**src/slot_policy_pkg.sv**
```systemverilog
// package: constants and types for the key slot access policy block
package slot_policy_pkg;

    // ==========================================================
    // configuration byte positions
    localparam logic [7:0] USER_SPARE_BYTE_OFS = 8'h54;
    localparam logic [7:0] LOCKED_LO_OFS       = 8'h58;
    localparam logic [7:0] LOCKED_HI_OFS       = 8'h59;

    // ==========================================================
    // slot numbers
    localparam logic [3:0] SLOT_PRIMARY    = 4'h0;
    localparam logic [3:0] SLOT_INT_SIGN   = 4'h1;
    localparam logic [3:0] SLOT_DEV_CERT   = 4'ha;
    localparam logic [3:0] SLOT_SIGNER_PUB = 4'hb;
    localparam logic [3:0] SLOT_SIGNER_CRT = 4'hc;

    // ==========================================================
    // command codes on the command port
    localparam logic [3:0] CMD_READ     = 4'h1;
    localparam logic [3:0] CMD_WRITE    = 4'h2;
    localparam logic [3:0] CMD_KEYGEN   = 4'h3;
    localparam logic [3:0] CMD_LOCK     = 4'h4;
    localparam logic [3:0] CMD_SIGN     = 4'h5;
    localparam logic [3:0] CMD_ECDH     = 4'h6;
    localparam logic [3:0] CMD_VERIFY   = 4'h7;
    localparam logic [3:0] CMD_COUNTER  = 4'h8;
    localparam logic [3:0] CMD_EXTRA    = 4'h9;
    localparam logic [3:0] CMD_BOOTCHK  = 4'ha;
    localparam logic [3:0] CMD_CFGREAD  = 4'hb;

    // ==========================================================
    // mode values
    localparam logic [7:0] KEYGEN_PUBLIC = 8'h00;
    localparam logic [7:0] KEYGEN_REGEN  = 8'h04;
    localparam logic [7:0] LOCK_SINGLE   = 8'h02;
    localparam logic [7:0] VERIFY_VALID  = 8'h01;
    localparam logic [7:0] VERIFY_INVAL  = 8'h02;
    localparam logic [7:0] COUNTER_INC   = 8'h01;
    localparam logic [7:0] SIGN_INTERNAL = 8'h80;

    // ==========================================================
    // counters and reset values
    localparam logic [20:0] COUNTER_MAX    = 21'h1fffff;
    localparam logic [15:0] LOCKED_RESET   = 16'hffff;
    localparam logic [7:0]  SPARE_RESET    = 8'h00;
    localparam logic [15:0] POLICY_RESET   = 16'h0000;

    // ==========================================================
    // status codes
    localparam logic [7:0] ST_OK     = 8'h00;
    localparam logic [7:0] ST_REFUSE = 8'h01;
    localparam logic [7:0] ST_BADCMD = 8'h03;

    // policy word layout per slot, two configuration bytes
    localparam int POL_PRIVATE  = 0;
    localparam int POL_EXT_SIGN = 1;
    localparam int POL_INT_SIGN = 2;
    localparam int POL_ECDH     = 3;
    localparam int POL_PERM     = 4;
    localparam int POL_LOCK_N   = 5;
    localparam int POL_VALIDATE = 6;
    localparam int POL_BOOTREQ  = 7;
    localparam int POL_CLR_READ = 8;

    typedef enum logic [2:0] {
        ST_IDLE = 3'b001,
        ST_FETCH = 3'b010,
        ST_EXEC = 3'b100
    } fsm_t;

endpackage : slot_policy_pkg
```
**src/key_slot_access_policy.sv**
```systemverilog
// file: access policy enforcement for the data-zone slots
`timescale 1ns/1ps
module key_slot_access_policy (
    input  wire logic        clock_i,
    input  wire logic        srst_i,
    input  wire logic        cmd_valid_i,
    input  wire logic [3:0]  cmd_op_i,
    input  wire logic [7:0]  cmd_mode_i,
    input  wire logic [3:0]  cmd_slot_i,
    input  wire logic [31:0] cmd_data_i,
    input  wire logic        cfg_we_i,
    input  wire logic [3:0]  cfg_slot_i,
    input  wire logic [15:0] cfg_policy_i,
    input  wire logic [31:0] entropy_i,
    input  wire logic        verify_ok_i,
    output logic             rsp_valid_o,
    output logic      [7:0]  rsp_status_o,
    output logic      [31:0] rsp_data_o,
    output logic      [15:0] slot_locked_flags_o
);
    // ==========================================================
    // state
    slot_policy_pkg::fsm_t state_reg, state_next;
    logic [15:0] policy_reg [16];
    logic [15:0] policy_next [16];
    logic [15:0] locked_reg, locked_next;
    logic [15:0] valid_reg, valid_next;
    logic [7:0]  spare_reg, spare_next;
    logic        spare_done_reg, spare_done_next;
    logic [20:0] cnt_reg [2];
    logic [20:0] cnt_next [2];
    logic        boot_ok_reg, boot_ok_next;
    logic        rsp_valid_reg, rsp_valid_next;
    logic [7:0]  status_reg, status_next;
    logic [31:0] data_reg, data_next;
    logic [3:0]  op_reg, op_next;
    logic [7:0]  mode_reg, mode_next;
    logic [3:0]  slot_reg, slot_next;
    logic [31:0] wdata_reg, wdata_next;
    logic        mem_we;
    logic [31:0] mem_wdata;
    logic [31:0] mem_rdata;
    logic [15:0] pol;
    logic        locked_now;
    logic        frozen;
    logic        usable;

    slot_data_mem u_mem (
        .clock_i (clock_i),
        .we_i    (mem_we),
        .addr_i  (slot_reg),
        .wdata_i (mem_wdata),
        .rdata_o (mem_rdata)
    );

    // ==========================================================
    // policy decode for the slot in service
    always_comb begin
        pol        = policy_reg[slot_reg];
        locked_now = ~locked_reg[slot_reg];
        frozen     = pol[slot_policy_pkg::POL_PERM] | locked_now;
        // boot gating only applies where the slot asks for it
        usable     = ~(pol[slot_policy_pkg::POL_BOOTREQ] & ~boot_ok_reg)
                   & ~(pol[slot_policy_pkg::POL_VALIDATE]
                       & ~valid_reg[slot_reg]);
    end

    // ==========================================================
    // command engine
    always_comb begin
        state_next      = state_reg;
        policy_next     = policy_reg;
        locked_next     = locked_reg;
        valid_next      = valid_reg;
        spare_next      = spare_reg;
        spare_done_next = spare_done_reg;
        cnt_next        = cnt_reg;
        boot_ok_next    = boot_ok_reg;
        rsp_valid_next  = 1'b0;
        status_next     = status_reg;
        data_next       = data_reg;
        op_next         = op_reg;
        mode_next       = mode_reg;
        slot_next       = slot_reg;
        wdata_next      = wdata_reg;
        mem_we          = 1'b0;
        mem_wdata       = wdata_reg;
        if (cfg_we_i) begin
            policy_next[cfg_slot_i] = cfg_policy_i;
        end
        case (state_reg)
            slot_policy_pkg::ST_IDLE: begin
                if (cmd_valid_i) begin
                    op_next    = cmd_op_i;
                    mode_next  = cmd_mode_i;
                    slot_next  = cmd_slot_i;
                    wdata_next = cmd_data_i;
                    state_next = slot_policy_pkg::ST_FETCH;
                end
            end
            // one cycle for the registered memory read
            slot_policy_pkg::ST_FETCH: begin
                state_next = slot_policy_pkg::ST_EXEC;
            end
            slot_policy_pkg::ST_EXEC: begin
                state_next     = slot_policy_pkg::ST_IDLE;
                rsp_valid_next = 1'b1;
                status_next    = slot_policy_pkg::ST_REFUSE;
                data_next      = 32'h0000_0000;
                case (op_reg)
                    slot_policy_pkg::CMD_READ: begin
                        if (!pol[slot_policy_pkg::POL_PRIVATE]
                            && pol[slot_policy_pkg::POL_CLR_READ]) begin
                            status_next = slot_policy_pkg::ST_OK;
                            data_next   = mem_rdata;
                        end
                    end
                    slot_policy_pkg::CMD_WRITE: begin
                        // private slots take no outside value
                        if (!frozen && !pol[slot_policy_pkg::POL_PRIVATE]
                            && !(pol[slot_policy_pkg::POL_VALIDATE]
                                 && valid_reg[slot_reg])) begin
                            mem_we      = 1'b1;
                            status_next = slot_policy_pkg::ST_OK;
                        end
                    end
                    slot_policy_pkg::CMD_KEYGEN: begin
                        if (mode_reg == slot_policy_pkg::KEYGEN_REGEN) begin
                            if (pol[slot_policy_pkg::POL_PRIVATE]
                                && !frozen) begin
                                mem_we      = 1'b1;
                                mem_wdata   = entropy_i;
                                status_next = slot_policy_pkg::ST_OK;
                            end
                        end else if (mode_reg
                                     == slot_policy_pkg::KEYGEN_PUBLIC) begin
                            if (pol[slot_policy_pkg::POL_PRIVATE]
                                && usable) begin
                                status_next = slot_policy_pkg::ST_OK;
                                data_next   = ~mem_rdata;
                            end
                        end else begin
                            status_next = slot_policy_pkg::ST_BADCMD;
                        end
                    end
                    slot_policy_pkg::CMD_LOCK: begin
                        if (mode_reg == slot_policy_pkg::LOCK_SINGLE
                            && !pol[slot_policy_pkg::POL_LOCK_N]
                            && !frozen) begin
                            locked_next[slot_reg] = 1'b0;
                            status_next = slot_policy_pkg::ST_OK;
                        end
                    end
                    slot_policy_pkg::CMD_SIGN: begin
                        if (usable && pol[slot_policy_pkg::POL_PRIVATE]
                            && (pol[slot_policy_pkg::POL_EXT_SIGN]
                                || (pol[slot_policy_pkg::POL_INT_SIGN]
                                    && mode_reg
                                    == slot_policy_pkg::SIGN_INTERNAL))) begin
                            status_next = slot_policy_pkg::ST_OK;
                            data_next   = mem_rdata ^ wdata_reg;
                        end
                    end
                    slot_policy_pkg::CMD_ECDH: begin
                        if (usable && pol[slot_policy_pkg::POL_ECDH]) begin
                            status_next = slot_policy_pkg::ST_OK;
                            data_next   = mem_rdata ^ wdata_reg;
                        end
                    end
                    slot_policy_pkg::CMD_VERIFY: begin
                        if (pol[slot_policy_pkg::POL_VALIDATE]
                            && verify_ok_i) begin
                            if (mode_reg == slot_policy_pkg::VERIFY_VALID) begin
                                valid_next[slot_reg] = 1'b1;
                                status_next = slot_policy_pkg::ST_OK;
                            end else if (mode_reg
                                         == slot_policy_pkg::VERIFY_INVAL) begin
                                valid_next[slot_reg] = 1'b0;
                                status_next = slot_policy_pkg::ST_OK;
                            end
                        end
                    end
                    slot_policy_pkg::CMD_BOOTCHK: begin
                        boot_ok_next = verify_ok_i;
                        if (verify_ok_i) begin
                            status_next = slot_policy_pkg::ST_OK;
                        end
                    end
                    slot_policy_pkg::CMD_COUNTER: begin
                        status_next = slot_policy_pkg::ST_OK;
                        if (mode_reg == slot_policy_pkg::COUNTER_INC) begin
                            if (cnt_reg[slot_reg[0]]
                                == slot_policy_pkg::COUNTER_MAX) begin
                                status_next = slot_policy_pkg::ST_REFUSE;
                            end else begin
                                cnt_next[slot_reg[0]] =
                                    cnt_reg[slot_reg[0]] + 21'h000001;
                            end
                        end
                        data_next = {11'h000, cnt_next[slot_reg[0]]};
                    end
                    slot_policy_pkg::CMD_EXTRA: begin
                        if (!spare_done_reg) begin
                            spare_next      = wdata_reg[7:0];
                            spare_done_next = 1'b1;
                            status_next     = slot_policy_pkg::ST_OK;
                        end
                    end
                    slot_policy_pkg::CMD_CFGREAD: begin
                        status_next = slot_policy_pkg::ST_OK;
                        if (wdata_reg[7:0]
                            == slot_policy_pkg::USER_SPARE_BYTE_OFS) begin
                            data_next = {24'h000000, spare_reg};
                        end else if (wdata_reg[7:0]
                                     == slot_policy_pkg::LOCKED_LO_OFS) begin
                            data_next = {24'h000000, locked_reg[7:0]};
                        end else if (wdata_reg[7:0]
                                     == slot_policy_pkg::LOCKED_HI_OFS) begin
                            data_next = {24'h000000, locked_reg[15:8]};
                        end else begin
                            status_next = slot_policy_pkg::ST_BADCMD;
                        end
                    end
                    default: begin
                        status_next = slot_policy_pkg::ST_BADCMD;
                    end
                endcase
            end
            default: begin
                state_next = slot_policy_pkg::ST_IDLE;
            end
        endcase
    end

    always_ff @(posedge clock_i) begin
        if (srst_i) begin
            state_reg      <= slot_policy_pkg::ST_IDLE;
            for (int i = 0; i < 16; i++) begin
                policy_reg[i] <= slot_policy_pkg::POLICY_RESET;
            end
            locked_reg     <= slot_policy_pkg::LOCKED_RESET;
            valid_reg      <= 16'h0000;
            spare_reg      <= slot_policy_pkg::SPARE_RESET;
            spare_done_reg <= 1'b0;
            cnt_reg[0]     <= 21'h000000;
            cnt_reg[1]     <= 21'h000000;
            boot_ok_reg    <= 1'b0;
            rsp_valid_reg  <= 1'b0;
            status_reg     <= slot_policy_pkg::ST_OK;
            data_reg       <= 32'h0000_0000;
            op_reg         <= 4'h0;
            mode_reg       <= 8'h00;
            slot_reg       <= 4'h0;
            wdata_reg      <= 32'h0000_0000;
        end else begin
            state_reg      <= state_next;
            policy_reg     <= policy_next;
            locked_reg     <= locked_next;
            valid_reg      <= valid_next;
            spare_reg      <= spare_next;
            spare_done_reg <= spare_done_next;
            cnt_reg        <= cnt_next;
            boot_ok_reg    <= boot_ok_next;
            rsp_valid_reg  <= rsp_valid_next;
            status_reg     <= status_next;
            data_reg       <= data_next;
            op_reg         <= op_next;
            mode_reg       <= mode_next;
            slot_reg       <= slot_next;
            wdata_reg      <= wdata_next;
        end
    end

    assign rsp_valid_o         = rsp_valid_reg;
    assign rsp_status_o        = status_reg;
    assign rsp_data_o          = data_reg;
    assign slot_locked_flags_o = locked_reg;

    // ==========================================================
    // checks
    a_lock_clears: assert property (@(posedge clock_i)
        disable iff (srst_i) state_reg == slot_policy_pkg::ST_EXEC
        && op_reg == slot_policy_pkg::CMD_LOCK && !frozen
        && mode_reg == slot_policy_pkg::LOCK_SINGLE
        && !pol[slot_policy_pkg::POL_LOCK_N]
        |=> !locked_reg[$past(slot_reg)])
        else $error("slot lock left its flag set");
    a_locked_oneway: assert property (@(posedge clock_i)
        disable iff (srst_i) |(locked_reg & ~$past(locked_reg)) == 1'b0)
        else $error("locked flag set back to one");
    a_spare_once: assert property (@(posedge clock_i)
        disable iff (srst_i) $past(spare_done_reg) |-> $stable(spare_reg))
        else $error("spare byte changed twice");
    a_cnt_bound: assert property (@(posedge clock_i)
        disable iff (srst_i) cnt_reg[0] <= slot_policy_pkg::COUNTER_MAX
        && cnt_reg[1] <= slot_policy_pkg::COUNTER_MAX)
        else $error("counter over maximum");
    a_cnt_mono: assert property (@(posedge clock_i)
        disable iff (srst_i) cnt_reg[0] >= $past(cnt_reg[0])
        && cnt_reg[1] >= $past(cnt_reg[1]))
        else $error("counter went down");
    a_no_priv_read: assert property (@(posedge clock_i)
        disable iff (srst_i) state_reg == slot_policy_pkg::ST_EXEC && op_reg
        == slot_policy_pkg::CMD_READ && pol[slot_policy_pkg::POL_PRIVATE]
        |=> rsp_valid_o && rsp_status_o == slot_policy_pkg::ST_REFUSE
        && rsp_data_o == 32'h0000_0000)
        else $error("private slot read out");
    a_frozen_nowrite: assert property (@(posedge clock_i)
        disable iff (srst_i)
        state_reg == slot_policy_pkg::ST_EXEC && frozen |-> !mem_we)
        else $error("write to frozen slot");
    a_regen_entropy: assert property (@(posedge clock_i)
        disable iff (srst_i)
        mem_we && pol[slot_policy_pkg::POL_PRIVATE]
        |-> mem_wdata == entropy_i)
        else $error("private key from outside");
    a_rsp_timing: assert property (@(posedge clock_i)
        disable iff (srst_i) state_reg == slot_policy_pkg::ST_IDLE
        && cmd_valid_i |-> ##3 rsp_valid_o)
        else $error("response not three cycles after command");
    a_boot_gate: assert property (@(posedge clock_i)
        disable iff (srst_i) state_reg == slot_policy_pkg::ST_EXEC && op_reg
        == slot_policy_pkg::CMD_SIGN && pol[slot_policy_pkg::POL_BOOTREQ]
        && !boot_ok_reg |=> rsp_status_o == slot_policy_pkg::ST_REFUSE)
        else $error("signed without boot check");
    a_int_sign: assert property (@(posedge clock_i)
        disable iff (srst_i) state_reg == slot_policy_pkg::ST_EXEC && op_reg
        == slot_policy_pkg::CMD_SIGN && !pol[slot_policy_pkg::POL_EXT_SIGN]
        && mode_reg != slot_policy_pkg::SIGN_INTERNAL
        |=> rsp_status_o == slot_policy_pkg::ST_REFUSE)
        else $error("internal key signed outside message");
    c_lock: cover property (@(posedge clock_i) $fell(locked_reg[2]));
    c_regen: cover property (@(posedge clock_i) mem_we
        && op_reg == slot_policy_pkg::CMD_KEYGEN);
    c_spare: cover property (@(posedge clock_i) $rose(spare_done_reg));
endmodule : key_slot_access_policy

```
**src/slot_data_mem.sv**
```systemverilog
// file: slot data memory, 16 slots of 32 bits, registered read
`timescale 1ns/1ps
module slot_data_mem (
    input  wire logic        clock_i,
    input  wire logic        we_i,
    input  wire logic [3:0]  addr_i,
    input  wire logic [31:0] wdata_i,
    output logic      [31:0] rdata_o
);
    logic [31:0] mem_reg [16];
    logic [31:0] rdata_reg;

    always_ff @(posedge clock_i) begin
        if (we_i) begin
            mem_reg[addr_i] <= wdata_i;
        end
        rdata_reg <= mem_reg[addr_i];
    end

    assign rdata_o = rdata_reg;
endmodule : slot_data_mem

```
**config.mk**
```make
export PLATFORM = sky130hd
export DESIGN_NAME = key_slot_access_policy
export DESIGN_NICKNAME = d
export VERILOG_FILES = /design/src/slot_policy_pkg.sv /design/src/key_slot_access_policy.sv /design/src/slot_data_mem.sv
export SDC_FILE = /design/constraint.sdc
export NUM_CORES = 1
export LEC_CHECK = 0
export BUFFER_PORTS_ARGS = -buffer_cell sky130_fd_sc_hd__buf_2
export CELL_PAD_IN_SITES_DETAIL_PLACEMENT = 0
export CELL_PAD_IN_SITES_GLOBAL_PLACEMENT = 2
export CORE_ASPECT_RATIO = 0.7
export CORE_MARGIN = 1.5
export CORE_UTILIZATION = 45
export CTS_BUF_LIST = sky130_fd_sc_hd__clkbuf_4 sky130_fd_sc_hd__clkbuf_8
export CTS_CLUSTER_DIAMETER = 40
export CTS_CLUSTER_SIZE = 12
export DETAILED_ROUTE_END_ITERATION = 10
export MAX_ROUTING_LAYER = met4
export PLACE_DENSITY = 0.87
export SLEW_MARGIN = 20
export SYNTH_ARGS = -nofsm -noshare
export SYNTH_HDL_FRONTEND = slang
export SYNTH_SLANG_ARGS = --single-unit
```
**constraint.sdc**
```tcl
create_clock -name clock_i -period 5.6 [get_ports clock_i]
set_input_delay 0.28 -clock clock_i [delete_from_list [all_inputs] [get_ports clock_i]]
set_output_delay 0.28 -clock clock_i [all_outputs]
set_load 0.03 [all_outputs]
```
==> summary.md, run 1 <==
| Metric | Value |
|---|---|
| Outcome | `completed` |
| Post-CTS Setup Bufs | `0` |
| Routed via count | `22604` |
| Pwr/cell area | `311 mW/mm^2` |
| CTS Buffer Depth | `3` |
| R2R setup slack | `1170 ps` |
| Static leakage | `13.7 nW` |
| Synth top cells by count | `edfxtp_1, dfxtp_1, nor2_1, nand2_1, mux4_2` |
| Crit path max fanout | `45` |
| Ys async rst share | `0%` |
| Fin nets | `roughly 2800` |
| Die area | `0.0806 sq mm` |
| Count leader, synth | `edfxtp_1` |
| Number of warnings issued by yosys | `0` |
| Crit path required time | `6220 ps` |
| Dpl hpwl | `around 59000 um` |
| Share of layout cells above drive strength 1 | `24.3%` |
| Core Footprint | `0.0774 sq mm` |
| WP data arrival | `5050 ps` |
| Max reg flops | `512` |
| Crit Reg-Reg Startpoint | `slot_reg[0]` |
| Synth Flop Type | `edfxtp_1` |
| Period utilization | `79.1%` |
| Slowest CP cell | `dfxtp_4` |
| CTS Hold Bufs | `59` |
| Final Wtd Congestion | `0.848` |
| Clock skew | `between 40 and 50 ps` |
| Synth Cell Area | `between 0.03 and 0.04 sq mm` |
| Remaining global-route overflow | `0` |
| Worst skew pair latency | `750 ps` |
| Initial Util | `45.8%` |
| CTS buffer count | `99` |
| CTS sink cnt | `858` |
| Peak VDD IR | `0.162 mV` |
| Final worst path period need | `4430 ps` |
| Area contributors post-synth | `edfxtp_1, dfxtp_1, mux4_2, mux2i_1, nor2_1` |
| Setup Viol. Count Final | `0` |
| Max-slew violations | `0` |
| Max-Cap Viols | `0` |
| Final hold violations | `0` |
| Reg2Reg Depth | `10` |
| I/O pins | `approximately 160` |
| Area grow syn2layout | `13.5%` |
| GRT Total Usage | `between 20% and 30%` |
| WHS Endpoint | `wdata_reg[26]` |
| Initial DRC count | `2337` |
| Kind of critical path | `register to register` |
| Synthesized area per cell | `14.1 sq um` |
| Row cnt | `85` |
| Area leader, netlist | `edfxtp_1` |
| H-tree levels | `3` |
| Post-cts gate resize count | `0` |
| Post-synth EDFFs | `around 510` |
| Crit path cell chain | `buf_4, and4_1, o21ba_2, nand4_1, o21ai_2, buf_4, or3_1, xnor2_1, a21boi_0, a221oi_1` |
| Final wirelength | `between 90000 and 100000 um` |
| Final Util | `52.0%` |
| Crit path capture type | `register` |
| Number of global-route vias before repair | `22171` |
| Die W | `339 um` |
| Largest net degree at the start of global routing | `110` |
| Antenna violation net count after detailed routing | `0` |
| Max stage delay on crit path | `850 ps` |
| Netlist cell types | `80` |
| Register bit total from synthesis | `858` |
| DRC violation count after routing | `0` |
| Vias per inst | `about 5.9` |
| Hold Crit Depth | `2` |
| CTS tree | `yes` |
| 1st-pass router iterations | `6` |
| RSZ-0062 raised after global routing | `no` |
| Clock-pin slew on the worst setup and hold paths | `roughly 80 ps` |
| First-pass GRT wire length | `roughly 140000 um` |
| Worst hold-check path type | `input pin to register` |
| Reg-to-Reg End | `rsp_data_o[16]` |
| Yosys top cell area share | `43.3%` |
| Worst-margin pin slew | `around 1100 ps` |
| Startpoint Class | `register` |
| Final setup TNS | `0 ps` |
| Most used cell, CP | `buf_4` |
| Initial antenna violation count | `4` |
| Die Y-Extent | `238 um` |
| Register area share after synthesis | `between 60% and 70%` |
| WL per Instance | `between 20 and 30 um` |
| Root Buffer | `clkbuf_8` |
| Cell count after synthesis | `between 2000 and 3000` |
| Port bufs | `between 100 and 150` |
| Hold_sp | `srst_i` |
| Slew margin rel. | `25.6%` |
| Highest achievable clock rate | `between 200 and 250 MHz` |
==> layout by cell type (no fill, tap or decap), drive strengths merged, types with 10 or more instances in the layout <==
| master | synthesis | layout |
|---|---|---|
| edfxtp | 512 | 512 |
| dfxtp | 346 | 346 |
| nor2 | 269 | 269 |
| nand2 | 214 | 214 |
| buf | 69 | 201 |
| mux4 | 199 | 199 |
| mux2i | 183 | 183 |
| clkbuf | 104 | 142 |
| a21oi | 109 | 109 |
| dlygate4sd3 | 0 | 59 |
| o21ai | 59 | 59 |
| nand2b | 43 | 43 |
| mux2 | 34 | 34 |
| or3 | 32 | 32 |
| inv | 17 | 29 |
| nand3 | 27 | 27 |
| o211ai | 23 | 23 |
| nor3 | 20 | 20 |
| xnor2 | 19 | 19 |
| xor2 | 16 | 16 |
| o31ai | 16 | 16 |
| a22oi | 15 | 15 |
| a32o | 15 | 15 |
| clkinv | 0 | 15 |
| nor2b | 13 | 13 |
| a211oi | 13 | 13 |
| a211o | 12 | 12 |
| a221oi | 10 | 10 |
| bufinv | 0 | 10 |
==> routing by layer <==
| metal | routed length (um) | track usage [%] |
|---|---|---|
| met5 | 0 | - |
| met4 | 1780 | 5.63 |
| met3 | 8200 | 4.38 |
| met2 | 43300 | 35.8 |
| met1 | 43600 | 36.3 |
==> metrics by stage <==
step | worst slack (ps) | std cells | hold WS [ps] | total power, mW | cell area, sq um
3_5_place_dp | 1150 | 3586 | 446 | 7.72 | 37300
5_1_grt | 751 | 3833 | 22.4 | 12.9 | 40300
6_report | 1170 | 3834 | 28.1 | 12.5 | 40300
4_1_cts | 1120 | 3830 | 11.8 | 12.6 | 40200
2_1_floorplan | 1400 | 2515 | 416 | 7.47 | 35500
3_3_place_gp | 1250 | 3586 | 440 | 7.69 | 37300
==> kinds of logic (layout without fill, tap and decap cells) <==
group | after synthesis | after routing | synth area share (%)
flip-flops | 858 | 858 | 62.9
AO/OA/AOI/OAI | 333 | 333 | 6.25
other | 1 | 9 | 0.0106
adder cells (fa/ha/maj) | 1 | 1 | 0.0353
buffers and inverters | 190 | 462 | 2.45
AND/OR/NAND/NOR | 676 | 676 | 8.66
XOR/XNOR | 35 | 35 | 0.864
multiplexers | 416 | 416 | 18.9
==> worst max-delay path by stage <==
| stage | from | endpoint | slack, ps | depth (start not counted) |
|---|---|---|---|---|
| after floorplan | slot_reg[1] | u_mem.mem_reg[11][0] | 1400 | 9 |
| after global placement | slot_reg[0] | rsp_data_o[15] | 1250 | 10 |
| after detailed placement | slot_reg[0] | rsp_data_o[16] | 1150 | 10 |
| after CTS | slot_reg[0] | rsp_data_o[16] | 1120 | 10 |
| after global routing | slot_reg[0] | rsp_data_o[16] | 750 | 10 |
| final | slot_reg[0] | rsp_data_o[16] | 1170 | 10 |
==> power breakdown <==
group          switching [mW]  internal, mW  total (mW)
clock network            2.36          2.54        4.90
logic                   0.430         0.328       0.759
registers               0.100          6.75        6.85
total                    2.89          9.62        12.5
==> critical path: cells and delay by family (launching register included) <==
kind | cells | cell delay (ps)
AO/OA/AOI/OAI | 4 | 1180
buffers and inverters | 2 | 1090
AND/OR/NAND/NOR | 3 | 940
flip-flops | 1 | 850
XOR/XNOR | 1 | 130
==> layout make-up <==
type	count	area, sq um
fillers	6484	37100
flip-flops and latches	858	22300
multi-input cells	1467	12500
clock buffers	142	1760
repair buffers	260	1760
well taps	1044	1310
clock inverters	43	547
inverters	17	66.3
diodes	3	7.51
Power figures use the tool's default switching activity.
==> run 2, diff against run 1 <==
--- a/config.mk
+++ b/config.mk
@@ -10,13 +10,13 @@
 export CELL_PAD_IN_SITES_GLOBAL_PLACEMENT = 2
 export CORE_ASPECT_RATIO = 0.7
 export CORE_MARGIN = 1.5
-export CORE_UTILIZATION = 45
+export CORE_UTILIZATION = 42
 export CTS_BUF_LIST = sky130_fd_sc_hd__clkbuf_4 sky130_fd_sc_hd__clkbuf_8
 export CTS_CLUSTER_DIAMETER = 40
 export CTS_CLUSTER_SIZE = 12
 export DETAILED_ROUTE_END_ITERATION = 10
 export MAX_ROUTING_LAYER = met4
-export PLACE_DENSITY = 0.87
+export PLACE_DENSITY = 0.86
 export SLEW_MARGIN = 20
 export SYNTH_ARGS = -nofsm -noshare
 export SYNTH_HDL_FRONTEND = slang
==> constraint.sdc (replaced) <==
create_clock -name clock_i -period 3.8 [get_ports clock_i]
set_input_delay 0.19 -clock clock_i [delete_from_list [all_inputs] [get_ports clock_i]]
set_output_delay 0.19 -clock clock_i [all_outputs]
set_load 0.03 [all_outputs]
==> summary.md, run 2 (synthesized netlist as in run 1, its figures left out) <==
| Metric | Value |
|---|---|
| Vias per inst | `5.70 (was 5.90)` |
| Area grow syn2layout | `16.6% (was 13.5%)` |
| Period utilization | `95.0% (was 79.1%)` |
| Core Footprint | `0.0830 sq mm (was 0.0774 sq mm)` |
| Initial DRC count | `2183 (was 2337)` |
| Pwr/cell area | `447 mW/mm^2 (was 311 mW/mm^2)` |
| Commonest non-fill, non-tap cells in the layout | `edfxtp_1, dfxtp_1, nor2_1, nand2_1, mux4_2 (unchanged)` |
| Crit path required time | `4200 ps (was 6220 ps)` |
| CTS buffer count | `105 (was 99)` |
| Remaining global-route overflow | `0 (unchanged)` |
| Final Power | `18.5 mW (was 12.5 mW)` |
| I/O pins | `162 (unchanged)` |
| Port bufs | `148 (unchanged)` |
| Final WS setup | `192 ps (was 1170 ps)` |
| CTS Buffer Depth | `3 (unchanged)` |
| Die W | `350 um (was 339 um)` |
| WP data arrival | `4010 ps (was 5050 ps)` |
| Peak VDD IR | `0.266 mV (was 0.162 mV)` |
| Antenna violation net count after detailed routing | `0 (unchanged)` |
| Setup Viol. Count Final | `0 (unchanged)` |
| Die area | `0.0863 sq mm (was 0.0806 sq mm)` |
| Root Buffer | `clkbuf_8 (unchanged)` |
| R2R setup slack | `190 ps (was 1170 ps)` |
| Clock-pin slew on the worst setup and hold paths | `80 ps (about the same)` |
| WL per Instance | `24.6 um (was 25.3 um)` |
| Max-Cap Viols | `0 (unchanged)` |
| Routed via count | `22844 (was 22604)` |
| Final worst path period need | `3610 ps (was 4430 ps)` |
| DRC violation count after routing | `0 (unchanged)` |
| Reg2Reg Depth | `8 (was 10)` |
| Placed cell areas | `0.0380 sq mm (was 0.0373 sq mm)` |
| Largest net degree at the start of global routing | `166 (was 110)` |
| Fin nets | `2892 (was 2809)` |
| Highest achievable clock rate | `277 MHz (was 226 MHz)` |
| Design area | `0.0414 sq mm (was 0.0403 sq mm)` |
| Crit path capture type | `register (unchanged)` |
| Final Util | `49.8% (was 52.0%)` |
| Fill cell total of the finished layout | `6974 (was 6484)` |
| GRT Total Usage | `23.3% (was 24.7%)` |
| 1st-pass router iterations | `8 (was 6)` |
| First-pass GRT wire length | `144000 um (was 143000 um)` |
| Slew margin rel. | `25.2% (was 25.6%)` |
| Static leakage | `14.2 nW (was 13.7 nW)` |
| RSZ-0062 raised after global routing | `no (unchanged)` |
| CTS sink cnt | `858 (unchanged)` |
| Dpl hpwl | `61400 um (was 59500 um)` |
| Final Wtd Congestion | `0.863 (was 0.848)` |
| Initial antenna violation count | `4 (unchanged)` |
| Crit path max fanout | `32 (was 45)` |
| Number of global-route vias before repair | `22645 (was 22171)` |
| Post-cts gate resize count | `0 (unchanged)` |
| Final wirelength | `98400 um (was 96900 um)` |
| Clock skew | `51.5 ps (was 45.3 ps)` |
| Initial Util | `42.7% (was 45.8%)` |
| Max reg flops | `512 (unchanged)` |
| Outcome | `completed (unchanged)` |
| Worst skew pair latency | `750 ps (about the same)` |
| CTS tree | `yes (unchanged)` |
| Kind of critical path | `register to register (unchanged)` |
| Worst hold-check path type | `input pin to register (unchanged)` |
| Final hold violations | `0 (unchanged)` |
| Die Y-Extent | `246 um (was 238 um)` |
| Startpoint Class | `register (unchanged)` |
| Share of layout cells above drive strength 1 | `25.3% (was 24.3%)` |
| H-tree levels | `3 (unchanged)` |
| Worst-margin pin slew | `1120 ps (about the same)` |
| Max-slew violations | `0 (unchanged)` |
| Commonest non-fill, non-tap cell in the layout | `edfxtp_1 (unchanged)` |
| Hold Crit Depth | `4 (was 2)` |
| Row cnt | `88 (was 85)` |
| Dpl ws | `158 ps (was 1150 ps)` |
==> run 2: cell types whose count changed in the layout (fill, tap and decap cells not counted), moves of 6 or more <==
cell | before | now
buf_12 | 0 | 22
buf_4 | 52 | 70
clkinvlp_4 | 6 | 12
dlygate4sd3_1 | 59 | 95
o21ai_0 | 40 | 47
o21ai_1 | 17 | 11
==> run 2: worst max-delay path, cell delays in order (launching register included) <==
cell and delay (ps):
dfxtp_4 540, buf_12 250, mux4_2 550, mux4_2 560, nor4_1 450, a21oi_4 210
buf_16 220, nor2_4 140, buf_12 250
==> run 2: final cells by class <==
type | instances | area, sq um | share of cell area [%]
clock inverter | 47 | 492 | 1.19
antenna | 4 | 10.0 | 0.0242
sequential | 858 | 22300 | 53.9
clock buffer | 150 | 1840 | 4.45
multi-input combinational | 1467 | 12500 | 30.3
tap | 1125 | 1410 | 3.40
inverter | 17 | 66.3 | 0.160
timing repair buffer | 337 | 2720 | 6.58
==> run 2: power breakdown <==
part / internal, mW / total (mW) / leakage, nW / switching, mW
Sequential: 9.95 / 10.1 / 7.67 / 0.133
Clock: 3.63 / 7.22 / 1.19 / 3.59
Combinational: 0.531 / 1.20 / 5.30 / 0.671
Total: 14.1 / 18.5 / 14.2 / 4.40
==> run 2: metal layers <==
metal	GRT usage, %	part of all wire [%]	vias to the layer above
met5	-	0	-
met4	5.37	1.9	0
met3	4.15	7.8	153
met2	34.7	46	905
met1	33.3	45	11716
li1	-	-	10070
==> run 2: worst paths after layout <==
kind,to,from
setup reg to reg,u_mem.mem_reg[4][17],slot_reg[1]
hold reg to reg,spare_reg[5],spare_reg[5]
setup / recovery,u_mem.mem_reg[4][17],slot_reg[1]
hold / removal,u_mem.mem_reg[0][3],entropy_i[3]
==> run 2: through the flow <==
stage,hold slack [ps],cells,setup TNS [ps]
global placement,421,3706,0
detailed placement,426,3706,0
global route,42.0,4003,0
finish,52.2,4005,0
CTS,7.57,3998,0
floorplan,326,2515,-164600
==> run 2: repair_timing <==
action	CTS	global route
endpoints found under the setup margin	0	15
endpoints found under the hold margin	626	0
hold buffers	95	0
buffers inserted	0	1
==> run 3, diff against run 2 <==
--- a/config.mk
+++ b/config.mk
@@ -6,17 +6,15 @@
 export NUM_CORES = 1
 export LEC_CHECK = 0
 export BUFFER_PORTS_ARGS = -buffer_cell sky130_fd_sc_hd__buf_2
-export CELL_PAD_IN_SITES_DETAIL_PLACEMENT = 0
-export CELL_PAD_IN_SITES_GLOBAL_PLACEMENT = 2
 export CORE_ASPECT_RATIO = 0.7
 export CORE_MARGIN = 1.5
-export CORE_UTILIZATION = 42
+export CORE_UTILIZATION = 45
 export CTS_BUF_LIST = sky130_fd_sc_hd__clkbuf_4 sky130_fd_sc_hd__clkbuf_8
 export CTS_CLUSTER_DIAMETER = 40
 export CTS_CLUSTER_SIZE = 12
 export DETAILED_ROUTE_END_ITERATION = 10
 export MAX_ROUTING_LAYER = met4
-export PLACE_DENSITY = 0.86
+export PLACE_DENSITY = 0.71
 export SLEW_MARGIN = 20
 export SYNTH_ARGS = -nofsm -noshare
 export SYNTH_HDL_FRONTEND = slang
==> summary.md, run 3 (synthesized netlist as in run 1, its figures left out) <==
| Metric | Value |
|---|---|
| Worst hold-check path type | `input pin to register (unchanged)` |
| Cell Count Post-Placement | `3632 (was 3706)` |
| Dpl hpwl | `60500 um (was 61400 um)` |
| Switching Share | `23.5% (was 23.8%)` |
| Crit path capture type | `register (unchanged)` |
| Share of layout cells above drive strength 1 | `24.9% (was 25.3%)` |
| Antenna violation net count after detailed routing | `0 (unchanged)` |
| Hold Crit Depth | `2 (was 4)` |
| Core Footprint | `0.0774 sq mm (was 0.0830 sq mm)` |
| CTS tree | `yes (unchanged)` |
| Max-slew violations | `0 (unchanged)` |
| Clock skew | `39.9 ps (was 51.5 ps)` |
| Commonest non-fill, non-tap cells in the layout | `edfxtp_1, dfxtp_1, nor2_1, nand2_1, mux4_2 (unchanged)` |
| Pwr/cell area | `444 mW/mm^2 (was 447 mW/mm^2)` |
| DRC violation count after routing | `0 (unchanged)` |
| Design area | `0.0413 sq mm (was 0.0414 sq mm)` |
| Final worst path period need | `3560 ps (was 3610 ps)` |
| Final wirelength | `96500 um (was 98400 um)` |
| Outcome | `completed (unchanged)` |
| Logic pwr share | `6.6% (was 6.5%)` |
| Initial Util | `45.8% (was 42.7%)` |
| First-pass GRT wire length | `143000 um (was 144000 um)` |
| Largest net degree at the start of global routing | `219 (was 166)` |
| Final hold violations | `0 (unchanged)` |
| Max reg flops | `512 (unchanged)` |
| H-tree levels | `3 (unchanged)` |
| Routed via count | `23420 (was 22844)` |
| Vias per inst | `5.95 (was 5.70)` |
| Max-Cap Viols | `0 (unchanged)` |
| Slew margin rel. | `24.9% (was 25.2%)` |
| Peak VDD IR | `0.243 mV (was 0.266 mV)` |
| I/O pins | `162 (unchanged)` |
| CTS sink cnt | `858 (unchanged)` |
| Die area | `0.0806 sq mm (was 0.0863 sq mm)` |
| Placed cell areas | `0.0380 sq mm (about the same)` |
| Fill cell total of the finished layout | `6249 (was 6974)` |
| Area grow syn2layout | `16.5% (was 16.6%)` |
| Clock-pin slew on the worst setup and hold paths | `90 ps (was 80 ps)` |
| Fin nets | `2907 (was 2892)` |
| Final Wtd Congestion | `0.922 (was 0.863)` |
| Clock power share | `38.5% (was 39.0%)` |
| 1st-pass router iterations | `9 (was 8)` |
| Static leakage | `14.3 nW (was 14.2 nW)` |
| Die Y-Extent | `238 um (was 246 um)` |
| Commonest non-fill, non-tap cell in the layout | `edfxtp_1 (unchanged)` |
| Worst-margin pin slew | `1130 ps (was 1120 ps)` |
| Initial antenna violation count | `9 (was 4)` |
| Sw Pwr | `4.31 mW (was 4.40 mW)` |
| Non-Filler Instances | `3936 (was 4005)` |
| Post-CTS Setup Bufs | `0 (unchanged)` |
| WL per Instance | `24.5 um (was 24.6 um)` |
| Final WS setup | `240 ps (was 192 ps)` |
| Crit path required time | `4190 ps (was 4200 ps)` |
| Highest achievable clock rate | `281 MHz (was 277 MHz)` |
| Initial DRC count | `3133 (was 2183)` |
| Die W | `339 um (was 350 um)` |
| CTS Buffer Depth | `3 (unchanged)` |
| Worst skew pair latency | `740 ps (was 750 ps)` |
| WP data arrival | `3950 ps (was 4010 ps)` |
| Kind of critical path | `register to register (unchanged)` |
| Number of global-route vias before repair | `22788 (was 22645)` |
| Reg2Reg Depth | `10 (was 8)` |
| Remaining global-route overflow | `0 (unchanged)` |
| GRT Total Usage | `24.4% (was 23.3%)` |
| Root Buffer | `clkbuf_8 (unchanged)` |
| Period utilization | `93.7% (was 95.0%)` |
| RSZ-0062 raised after global routing | `no (unchanged)` |
| Startpoint Class | `register (unchanged)` |
| Row cnt | `85 (was 88)` |
| Setup Viol. Count Final | `0 (unchanged)` |
| CTS buffer count | `101 (was 105)` |
| Dpl ws | `290 ps (was 158 ps)` |
| P_int | `14.0 mW (was 14.1 mW)` |
| Reg power frac | `54.9% (was 54.5%)` |
| Port bufs | `148 (unchanged)` |
| Crit path max fanout | `28 (was 32)` |
[run 3: changes by cell type in the layout (fill, tap and decap cells not counted), sizes merged, moves of 3 or more]
cell         before  now
clkbuf          150  147
buf             242  246
inv              31   27
clkinvlp         12    8
clkinv           15   18
dlygate4sd3      95  110
[run 3: cell type report]
class	count	area (sq um)	share of cell area (%)
antenna	5	12.5	0.0303
clock buffer	147	1820	4.39
clock inverter	42	447	1.08
inverter	17	66.3	0.160
multi-input combinational	1467	12500	30.2
sequential	858	22300	54.0
tap	1044	1310	3.16
timing repair buffer	356	2890	6.98
[run 3: timing repair]
action | CTS | global route
endpoints found under the hold margin | 646 | 0
gates resized for setup | 0 | 0
setup endpoints to repair | 0 | 0
hold buffers | 110 | 0
[run 3: final timing paths]
check	start	to	slack [ps]
worst max-delay path	slot_reg[1]	u_mem.mem_reg[14][29]	240
worst min-delay path	entropy_i[8]	u_mem.mem_reg[11][8]	40
worst max register to register	slot_reg[1]	u_mem.mem_reg[14][29]	240
worst min register to register	spare_reg[6]	spare_reg[6]	460
[run 3: layer usage]
layer  part of all wire, %  track usage (%)  vias up
met5                     0                -        -
met4                   2.1             6.09        0
met3                   9.7             4.79      149
met2                    45             35.9     1227
met1                    43             34.9    11948
li1                      -                -    10096
[run 3: per-stage QoR]
step	setup TNS, ps	power (mW)	util (%)	hold WS, ps
CTS	0	18.4	53.4	1.28
finish	0	18.4	53.4	44.8
global route	0	19.0	53.4	46.0
global placement	0	11.4	49.0	432
floorplan	-164600	11.0	-	326
detailed placement	0	11.4	49.0	435
[run 3: critical path: stages (launching register included)]
cell and delay [ps]:
dfxtp_4 580, buf_4 280, mux4_2 210, mux2_2 190
mux2i_1 110, or4b_4 560, nor4_1 380, a21oi_4 190
buf_16 220, nor2_4 150, buf_12 250
[run 3: power by group through the flow]
| stage | Sequential, mW | Combinational [mW] | Clock (mW) |
|---|---|---|---|
| 6_report | 10.1 | 1.21 | 7.07 |
| 3_5_place_dp | 10.3 | 1.10 | 0 |
| 5_1_grt | 10.1 | 1.29 | 7.59 |
| 2_1_floorplan | 10.2 | 0.805 | 0 |
| 4_1_cts | 10.1 | 1.20 | 7.17 |
| 3_3_place_gp | 10.3 | 1.07 | 0 |
